[src/shared/pemc_pkg.sv]
// Constants and carrier types for the parallel EEPROM host controller
package pemc_pkg;
  localparam int ADDR_W = 12;
  localparam int DATA_W = 8;
  localparam int PAGE_BYTES = 16;
  localparam int CLK_MHZ = 20;
  localparam int CLK_NS = 1000 / CLK_MHZ;
  // Times as printed
  localparam int T_ACC_NS = 300;
  localparam int T_PULSE_NS = 200;
  localparam int T_REC_NS = 100;
  localparam int T_SC_LR_NS = 500;
  localparam int T_SC_EW_US = 50;
  localparam int T_ERASE_MS = 200;
  localparam int T_WRITE_MS = 20;
  // Least times round up
  localparam int ACC_CYC = (T_ACC_NS + CLK_NS - 1) / CLK_NS;
  localparam int PULSE_CYC = (T_PULSE_NS + CLK_NS - 1) / CLK_NS;
  localparam int REC_CYC = (T_REC_NS + CLK_NS - 1) / CLK_NS;
  localparam int SC_LR_CYC = (T_SC_LR_NS + CLK_NS - 1) / CLK_NS;
  localparam int SC_EW_CYC = T_SC_EW_US * CLK_MHZ;
  // Host must wait the longest device time
  localparam int ERASE_CYC = T_ERASE_MS * 1000 * CLK_MHZ;
  localparam int WRITE_CYC = T_WRITE_MS * 1000 * CLK_MHZ;
  localparam int CNT_W = 24;

  typedef enum logic [2:0] {
    PEMC_OP_READ, PEMC_OP_CHIP_ERASE, PEMC_OP_PAGE_ERASE,
    PEMC_OP_LOAD, PEMC_OP_WRITE
  } pemc_op_t;

  typedef struct packed {
    pemc_op_t op;
    logic [ADDR_W-1:0] addr;
    logic [DATA_W-1:0] data;
  } pemc_req_t;

  // Pins toward the device; strobes active low
  typedef struct packed {
    logic cs_n;
    logic oe_n;
    logic we_n;
    logic erase_path_control;
    logic program_path_control;
    logic [ADDR_W-1:0] addr;
  } pemc_pins_t;
endpackage

[src/hdl/pemc_host.sv]
// Host controller driving the byte-wide EEPROM mode pins
`timescale 1ns/1ps
module pemc_host #(
  parameter int ERASE_CYC = pemc_pkg::ERASE_CYC,
  parameter int WRITE_CYC = pemc_pkg::WRITE_CYC
) (
  input wire logic clk,
  input wire logic rst_n,
  input wire logic req_valid,
  input wire pemc_pkg::pemc_req_t req,
  output logic req_ready,
  output logic rsp_valid,
  output logic [pemc_pkg::DATA_W-1:0] rsp_data,
  output pemc_pkg::pemc_pins_t pins,
  output logic [pemc_pkg::DATA_W-1:0] dq_out,
  output logic dq_oe,
  input wire logic [pemc_pkg::DATA_W-1:0] dq_in
);
  typedef enum logic [2:0] {
    S_IDLE, S_SETUP, S_ACTIVE, S_SAMPLE, S_RECOVER, S_BUSY, S_GAP
  } pemc_state_t;

  pemc_state_t state;
  pemc_pkg::pemc_op_t op;
  logic [pemc_pkg::CNT_W-1:0] cnt;
  logic [pemc_pkg::DATA_W-1:0] dq_sync;
  logic [4:0] loaded;
  logic nv_op;

  pemc_sync #(.W(pemc_pkg::DATA_W)) u_sync (
    .clk(clk),
    .d(dq_in),
    .q(dq_sync)
  );

  assign nv_op = (op != pemc_pkg::PEMC_OP_READ) &&
                 (op != pemc_pkg::PEMC_OP_LOAD);

  // Sequencer: control lines settle, strobe, then timed waits
  always_ff @(posedge clk) begin
    if (!rst_n) begin
      state <= S_IDLE;
      op <= pemc_pkg::PEMC_OP_READ;
      cnt <= '0;
      req_ready <= 1'b0;
      rsp_valid <= 1'b0;
      rsp_data <= 8'h00;
      pins <= '{cs_n: 1'b1, oe_n: 1'b1, we_n: 1'b1,
                erase_path_control: 1'b1, program_path_control: 1'b1,
                addr: 12'h000};
      dq_out <= 8'h00;
      dq_oe <= 1'b0;
    end else begin
      rsp_valid <= 1'b0;
      unique case (state)
        S_IDLE: begin
          req_ready <= 1'b1;
          if (req_valid && req_ready) begin
            req_ready <= 1'b0;
            op <= req.op;
            pins.addr <= req.addr;
            dq_out <= req.data;
            cnt <= '0;
            // A write with nothing latched would commit no byte at all
            if (req.op == pemc_pkg::PEMC_OP_WRITE && loaded == 5'h00) begin
              state <= S_IDLE;
            end else begin
              state <= S_SETUP;
            end
            unique case (req.op)
              pemc_pkg::PEMC_OP_READ: begin
                pins.erase_path_control <= 1'b1;
                pins.program_path_control <= 1'b1;
              end
              pemc_pkg::PEMC_OP_CHIP_ERASE,
              pemc_pkg::PEMC_OP_PAGE_ERASE: begin
                pins.erase_path_control <= 1'b1;
                pins.program_path_control <= 1'b0;
              end
              pemc_pkg::PEMC_OP_LOAD: begin
                pins.erase_path_control <= 1'b0;
                pins.program_path_control <= 1'b0;
              end
              default: begin
                pins.erase_path_control <= 1'b0;
                pins.program_path_control <= 1'b1;
              end
            endcase
          end
        end
        // One cycle of control setup before the strobes fall
        S_SETUP: begin
          pins.cs_n <= 1'b0;
          cnt <= '0;
          state <= S_ACTIVE;
          unique case (op)
            pemc_pkg::PEMC_OP_READ,
            pemc_pkg::PEMC_OP_CHIP_ERASE: pins.oe_n <= 1'b0;
            pemc_pkg::PEMC_OP_LOAD: begin
              pins.we_n <= 1'b0;
              dq_oe <= 1'b1;
            end
            default: pins.we_n <= 1'b0;
          endcase
        end
        // Hold strobes; read waits access time plus synchroniser
        S_ACTIVE: begin
          cnt <= cnt + 1'b1;
          if (op == pemc_pkg::PEMC_OP_READ) begin
            if (cnt == pemc_pkg::CNT_W'(pemc_pkg::ACC_CYC + 2)) begin
              state <= S_SAMPLE;
            end
          end else if (cnt ==
                       pemc_pkg::CNT_W'(pemc_pkg::PULSE_CYC - 1)) begin
            pins.cs_n <= 1'b1;
            pins.oe_n <= 1'b1;
            pins.we_n <= 1'b1;
            cnt <= '0;
            state <= nv_op ? S_BUSY : S_RECOVER;
          end
        end
        S_SAMPLE: begin
          rsp_data <= dq_sync;
          rsp_valid <= 1'b1;
          pins.cs_n <= 1'b1;
          pins.oe_n <= 1'b1;
          cnt <= '0;
          state <= S_RECOVER;
        end
        // Release the bus, then keep lines for the short setup
        S_RECOVER: begin
          dq_oe <= 1'b0;
          cnt <= cnt + 1'b1;
          if (cnt == pemc_pkg::CNT_W'(pemc_pkg::SC_LR_CYC - 1)) begin
            state <= S_IDLE;
          end
        end
        // Self-timed operation: wait the longest device time
        S_BUSY: begin
          cnt <= cnt + 1'b1;
          if ((op == pemc_pkg::PEMC_OP_WRITE &&
               cnt == pemc_pkg::CNT_W'(WRITE_CYC - 1)) ||
              (op != pemc_pkg::PEMC_OP_WRITE &&
               cnt == pemc_pkg::CNT_W'(ERASE_CYC - 1))) begin
            cnt <= '0;
            state <= S_GAP;
          end
        end
        S_GAP: begin
          cnt <= cnt + 1'b1;
          if (cnt == pemc_pkg::CNT_W'(pemc_pkg::SC_EW_CYC - 1)) begin
            state <= S_IDLE;
          end
        end
        default: state <= S_IDLE;
      endcase
    end
  end

  // Count latched bytes; an empty write is skipped, extra loads still go
  // out because the device simply overwrites a latch of the same page
  always_ff @(posedge clk) begin
    if (!rst_n) begin
      loaded <= 5'h00;
    end else if (state == S_IDLE && req_valid && req_ready) begin
      if (req.op == pemc_pkg::PEMC_OP_LOAD &&
          loaded != 5'(pemc_pkg::PAGE_BYTES)) begin
        loaded <= loaded + 5'h01;
      end else if (req.op == pemc_pkg::PEMC_OP_WRITE) begin
        loaded <= 5'h00;
      end
    end
  end
endmodule // pemc_host

[src/hdl/pemc_sync.sv]
// Two-stage synchroniser for the device data pins
`timescale 1ns/1ps
module pemc_sync #(
  parameter int W = 8
) (
  input wire logic clk,
  input wire logic [W-1:0] d,
  output logic [W-1:0] q
);
  logic [W-1:0] meta;

  // First stage feeds only the second
  always_ff @(posedge clk) begin
    meta <= d;
    q <= meta;
  end
endmodule // pemc_sync

[config.mk]
export PLATFORM = sky130hd
export DESIGN_NAME = pemc_host
export DESIGN_NICKNAME = d
export VERILOG_FILES = /design/src/shared/pemc_pkg.sv /design/src/hdl/pemc_host.sv /design/src/hdl/pemc_sync.sv
export SDC_FILE = /design/constraint.sdc
export NUM_CORES = 1
export LEC_CHECK = 0
export BUFFER_PORTS_ARGS = -buffer_cell sky130_fd_sc_hd__buf_4
export CAP_MARGIN = 20
export CELL_PAD_IN_SITES_DETAIL_PLACEMENT = 0
export CELL_PAD_IN_SITES_GLOBAL_PLACEMENT = 2
export CORE_ASPECT_RATIO = 0.75
export CORE_UTILIZATION = 34
export CTS_BUF_LIST = sky130_fd_sc_hd__clkbuf_4 sky130_fd_sc_hd__clkbuf_8
export CTS_CLUSTER_DIAMETER = 30
export DETAILED_ROUTE_END_ITERATION = 8
export MAX_ROUTING_LAYER = met4
export PLACE_DENSITY_LB_ADDON = 0.1
export SLEW_MARGIN = 40
export SYNTH_ARGS = -nofsm -noshare
export SYNTH_HDL_FRONTEND = slang
export SYNTH_SLANG_ARGS = --single-unit
[constraint.sdc]
create_clock -name clk -period 2.9 [get_ports clk]
set_input_delay 0.29 -clock clk [delete_from_list [all_inputs] [get_ports clk]]
set_output_delay 0.29 -clock clk [all_outputs]
set_load 0.01 [all_outputs]
==> metrics.md, run 1 <==
| Metric | Value |
|---|---|
| Die area | approximately 12000 um^2 |
| GRT overflow | 0 |
| Vias per std cell | about 5.2 |
| Post-cts gate resize count | 0 |
| Final Max Slew Viols | 0 |
| Worst slew margin | 0.5365 |
| Pleak | 0.001794 uW |
| Total chip power | 3125 uW |
| Syn. warnings | 0 |
| Core Area | between 10000 and 15000 um^2 |
| Met2 Routed Length | 4113 um |
| Vias in the first global route | around 3.2k |
| Final WL | roughly 10000 um |
| Vias after detailed routing | about 3.5k |
| Die X | approximately 130 um |
| Most common cell in the synthesized netlist | nand2_1 |
| Status | finished, final reports clean |
| Root Buffer | clkbuf_8 |
| H-tree depth | 3 |
| Syn Inst Count | around 470 |
| Crit start category | register |
| Share of layout cells above drive strength 1 | 0.2030 |
| Number of flops mapped to enable cells by yosys | 0 |
| Drc violations | 0 |
| Top-Level Pins | 70 |
| Worst Path Arrival | 2690 ps |
| Worst path required time | 3160 ps |
| Maximum VDD drop | 0.0002607 V |
| Hold buffer count at cts | 1 |
| Tcrit/Tclk final | 0.8396 |
| Pin count of the biggest net entering global routing | 50 |
| Syn nets | roughly 500 |
| Clock Latency Late Sink | around 370 ps |
| WHS | 21.56 ps |
| First-pass DRT Iterations | 5 |
| Synth area leaders | dfxtp_1, nand2_1, a21boi_0 |
| Yosys top cell area share | 0.4442 |
| Initial antenna violation count | 0 |
| Layout area overhead | 22.69% |
| DP Area | 4579 um^2 |
| Post-CTS Setup Inserts | 0 |
| Setup CP Type | register to register |
| Cts bufs inserted | 9 |
| PwrDens | approximately 650 nW/um^2 |
| Yosys top cell by area | dfxtp_1 |
| Final-report setup violation count | 0 |
| Crit. End Element | register |
| Final Cell Area | about 4800 um^2 |
| Metal3 WL | roughly 700 um |
| Synth cell count leaders | nand2_1, dfxtp_1, a21boi_0 |
| Starting Density | 0.3544 |
| Clock transition at path regs | approximately 100 ps |
| Max Clk Rate | between 400 and 500 MHz |
| Antenna Cells | 0 |
| Ys flop type | dfxtp_1 |
| Routed WL per cell | between 15 and 20 um |
| Post-Syn Area | between 3000 and 4000 um^2 |
| Async SR Flop Fraction | 0 |
| Clk sink count | just under 90 |
| Total negative slack | 0 ps |
| Max Buffers Root-to-Sink | 2 |
| Port Buffers | 69 |
| Final Wtd Congestion | about 0.8 |
| Final Hold Vio Count | 0 |
| GRT Util Overall | 0.1860 |
| Clock skew | around 16 ps |
| CTS tree | done |
| WL met1 | roughly 5400 um |
| Slew @ Worst Pin | just under 700 ps |
| Total of max-cap violations | 0 |
| Synth cell types | 61 |
| Dpl hpwl | around 7300 um |
| Global-route wire length before repair | about 17000 um |
| Final Critical Period | about 2400 ps |
| Rows | 33 |
| Seq/Total Area, Yosys | 0.4442 |
| Avg Inst Size Synth | about 8.4 um^2 |
| Hold/Removal Path Class | primary input to register |
| Initial DRC Count | 171 |
| Max Used Layer | met4 |
| Fillers | around 1.1k |
| Final nets | between 500 and 600 |
| Worst Path Max Fanout | 12 |
| Yosys reg bits | between 80 and 90 |
| Antenna-violating nets left | 0 |
| RSZ-0062 raised after global routing | false |
| Die Ht | between 90 and 100 um |
## cells by family after synthesis
family | after synthesis | synth area share
AOI/OAI and AO/OA | 100 | 0.1940
xor gates and xnor gates | 11 | 0.02457
adders and majority gates | 6 | 0.01914
buffers and inverters | 38 | 0.04084
DFF | 87 | 0.4442
and+or+nand+nor | 223 | 0.2773
## critical path, stage by stage, from the launching register on
cell	delay [ps]
dfxtp_1	380
ha_1	280
nand4_1	230
nor4_1	90
a31o_2	290
o211ai_4	340
nand3_2	290
o311ai_0	410
## cell type report
class | instances | area (um^2) | area share
clock buffer | 9 | 123.9 | 0.02575
sequential | 87 | 1742 | 0.3620
clock inverter | 7 | 77.57 | 0.01612
inverter | 12 | 45.04 | 0.009363
timing repair buffer | 82 | 623.1 | 0.1295
tap | 140 | 175.2 | 0.03641
multi-input combinational | 340 | 2024 | 0.4208
## layer usage
layer | GRT usage | vias up
met1 | 0.2649 | 1623
met5 | - | -
met2 | 0.2546 | 118
met3 | 0.04929 | 8
li1 | - | 1793
met4 | 0.04920 | 0
## power by group
part           switching, uW  total, uW  internal (uW)
Combinational            539        865            326
Sequential              85.3       1380           1300
Clock                    469        876            407
## layout by cell type, fill, tap and decap left out, drive strengths merged, types with 9 or more instances in the layout
cell	synthesis	routed
nand2	95	95
dfxtp	87	87
buf	5	79
a21boi	33	33
nor2	30	30
nand3	25	25
o21ai	21	21
nor3	20	20
inv	12	15
nand4	11	11
clkbuf	21	9
## worst paths after layout
path                  startpoint        endpoint  slack (ps)  cells after the start
setup reg to reg          cnt[0]         cnt[14]         470                      7
hold reg to reg   u_sync.meta[7]     u_sync.q[7]         330                      0
hold / removal          dq_in[1]  u_sync.meta[1]          20                      1
setup / recovery          cnt[0]         cnt[14]         470                      7
## through the flow
step | cells | utilization | worst slack (ps)
CTS | 675 | 0.4329 | 468.0
global route | 677 | 0.4348 | 310.9
detailed placement | 658 | 0.4138 | 516.2
finish | 677 | 0.4348 | 465.2
global placement | 658 | 0.4138 | 534.1
floorplan | 465 | - | 889.5
## registers in the layout (all words and copies together) (netlist names)
register,flops
cnt,24
req_ready,1
rsp_valid,1
state,3
dq_oe,1
op,3
u_sync.q,8
rsp_data,8
u_sync.meta,8
pins,17
loaded,5
dq_out,8
Power figures use the tool's default switching activity.
==> run 2, diff against run 1 <==
ABC_AREA = 1   (was not set)
CORE_UTILIZATION = 29   (was 34)
clock period = 1.95 ns   (was 2.9 ns; I/O delays follow)
==> metrics.md, run 2 <==
| Metric | Value |
|---|---|
| Clock transition at path regs | 100 ps (about the same) |
| Final Hold Vio Count | 0 (unchanged) |
| Finished Core Util | 0.3854 (-0.04940) |
| Worst slew margin | 0.6869 (+0.1504) |
| Ys flop type | dfxtp_1 |
| Core Area | 13800 um^2 (+25%) |
| Antenna Cells | 0 (unchanged) |
| Die area | 14720 um^2 (+23%) |
| Die X | 139.8 um (+11%) |
| Crit. End Element | register |
| Max Buffers Root-to-Sink | 2 (unchanged) |
| Total negative slack | 0 ps (unchanged) |
| WHS | 44.44 ps (+22.88 ps) |
| CP Cell Sequence | inv_2, ha_1, o211ai_2, nand2_2, clkinv_2, nand2_2, buf_4, a21oi_1, nand2_1, a21oi_1 |
| Max Clk Rate | 554.3 MHz (+35%) |
| Top reg by flops | cnt |
| Status | finished, final reports clean |
| Final Wtd Congestion | 0.8190 (+0.89%) |
| Layout Cells excl Fill | 865 (+28%) |
| Largest stage delay on the critical path | 450 ps (+40 ps) |
| Crit start category | register |
| Seq/Total Area, Yosys | 0.4218 (-0.02234) |
| Initial DRC Count | 203 (+19%) |
| Port Buffers | 69 (unchanged) |
| Maximum VDD drop | 0.0004318 V (+66%) |
| PwrDens | 1107 nW/um^2 (+71%) |
| Vias after detailed routing | 3975 (+12%) |
| CP Depth | 10 (+3) |
| Slew @ Worst Pin | 465.4 ps (-224.6 ps) |
| Synth area leaders | dfxtp_1, nand2_1, nor2_1 |
| Commonest cells after routing, fill and taps aside | nand2_1, nor2_1, buf_4 |
| Syn Inst Count | 589 (+27%) |
| Most common cell in the synthesized netlist | nand2_1 |
| CP max-delay cell | dfxtp_1 |
| H-tree depth | 3 (unchanged) |
| Synth cell count leaders | nand2_1, nor2_1, dfxtp_1 |
| Yosys top cell area share | 0.4218 (-0.02234) |
| Final nets | 725 (+27%) |
| Final Max Slew Viols | 0 (unchanged) |
| Commonest non-fill, non-tap cell in the layout | nand2_1 |
| Setup CP Type | register to register |
| Pin count of the biggest net entering global routing | 35 (-30%) |
| Drc violations | 0 (unchanged) |
| Worst path required time | 2260 ps (-900 ps) |
| Worst Path Arrival | 2110 ps (-580 ps) |
| Starting Density | 0.2993 (-0.05507) |
| Vias per std cell | 4.595 (-12%) |
| GRT Util Overall | 0.1738 (-0.01227) |
| Yosys reg bits | 87 (unchanged) |
| Worst hold path stage count | 3 (+2) |
| Avg Inst Size Synth | 7.010 um^2 (-17%) |
| Root Buffer | clkbuf_8 |
| Clock Latency Late Sink | 370 ps (about the same) |
| CTS tree | done |
| Top-Level Pins | 70 (unchanged) |
| Buffers plus inverters on the worst setup path | 3 (+3) |
| Antenna-violating nets left | 0 (unchanged) |
| Syn. warnings | 0 (unchanged) |
| Post-Syn Area | 4129 um^2 (+5.3%) |
| First-pass DRT Iterations | 5 (unchanged) |
| Routed WL per cell | 13.54 um (-11%) |
| Pleak | 0.002259 uW (+26%) |
| Family with the most delay on the worst path | flip-flops |
| Die Ht | 105.3 um (+11%) |
| Synth cell types | 37 (-39%) |
| Worst Path Max Fanout | 7 (-5) |
| Final Critical Period | 1804 ps (-630.9 ps) |
| Share of layout cells above drive strength 1 | 0.2362 (+0.03325) |
| Cts bufs inserted | 9 (unchanged) |
| Rows | 37 (+12%) |
| Tcrit/Tclk final | 0.9251 (+0.08552) |
| Layout area overhead | 28.76% |
| Clock skew | 13.78 ps (-1.723 ps) |
| Dpl hpwl | 8442 um (+15%) |
| Largest register FFs | 24 (unchanged) |
| Yosys top cell by area | dfxtp_1 |
| FF-to-FF path depth | 10 (+3) |
| Initial antenna violation count | 0 (unchanged) |
| Number of flops mapped to enable cells by yosys | 0 (unchanged) |
| Async SR Flop Fraction | 0 (unchanged) |
| Final WS setup | 146.0 ps (-319.1 ps) |
| Final-report setup violation count | 0 (unchanged) |
| RSZ-0062 raised after global routing | false |
| Syn nets | 629 (+25%) |
| Setup slack at placement | 95.29 ps (-420.9 ps) |
| Hold/Removal Path Class | primary input to register |
| Placed cell count | 840 (+28%) |
| Global-route wire length before repair | 19640 um (+17%) |
| Total of max-cap violations | 0 (unchanged) |
| Final WL | 11710 um (+13%) |
| GRT overflow | 0 (unchanged) |
| Clk sink count | 87 (unchanged) |
| Vias in the first global route | 3802 (+18%) |
| Largest registers | cnt (24), pins (17) |
## run 2: worst reg2reg max path, delay by kind of cell (launching register included)
family                   cells  cell delay, ps
AO/OA/AOI/OAI                3             320
adder cells (fa/ha/maj)      1             330
buffers and inverters        3             420
flip-flops                   1             450
AND/OR/NAND/NOR              3             210
## run 2: final timing paths
check                  from           to  slack (ps)
max                state[0]      cnt[11]         150
min                 req[12]      pins[4]          40
max reg2reg        state[0]      cnt[11]         150
min reg2reg  u_sync.meta[0]  u_sync.q[0]         320
## run 2: area by class of cell
type | count | area (um^2)
tap | 175 | 219.0
timing repair buffer | 107 | 835.8
multi-input combinational | 428 | 2095
clock inverter | 7 | 100.1
inverter | 52 | 196.4
fill | 1446 | 8479
clock buffer | 9 | 123.9
sequential | 87 | 1747
## run 2: kinds of logic after synthesis
family | count (synthesis) | synth area share
compound gates | 87 | 0.1203
xor+xnor | 9 | 0.01909
simple gates | 326 | 0.3433
flops | 87 | 0.4218
buf+inv | 74 | 0.07727
fa+ha+maj | 6 | 0.01818
## run 2: power breakdown
part	switching, uW	total, uW	internal (uW)
Sequential	148	2150	2000
Combinational	1410	2280	870
Clock	721	1460	739
Total	2280	5890	3610
## run 2: what timing repair did
item | 4_1_cts | 5_1_grt
setup endpoints to repair | 0 | 27
endpoints found under the hold margin | 8 | 0
resized for setup | 0 | 9
buffers inserted | 0 | 1
hold buffers | 8 | 0
## run 2: metal layers
metal,track usage,share of wire
met2,0.2446,0.40
met5,-,0
met4,0.04239,0.0097
met1,0.2499,0.54
met3,0.03635,0.050
## run 2: through the flow
stage                     cell area (um^2)  power, uW
after floorplan                       4129       3508
after detailed placement              4974       4455
after global placement                4974       4455
after CTS                             5278       5975
final                                 5316       5887
after global routing                  5316       6328
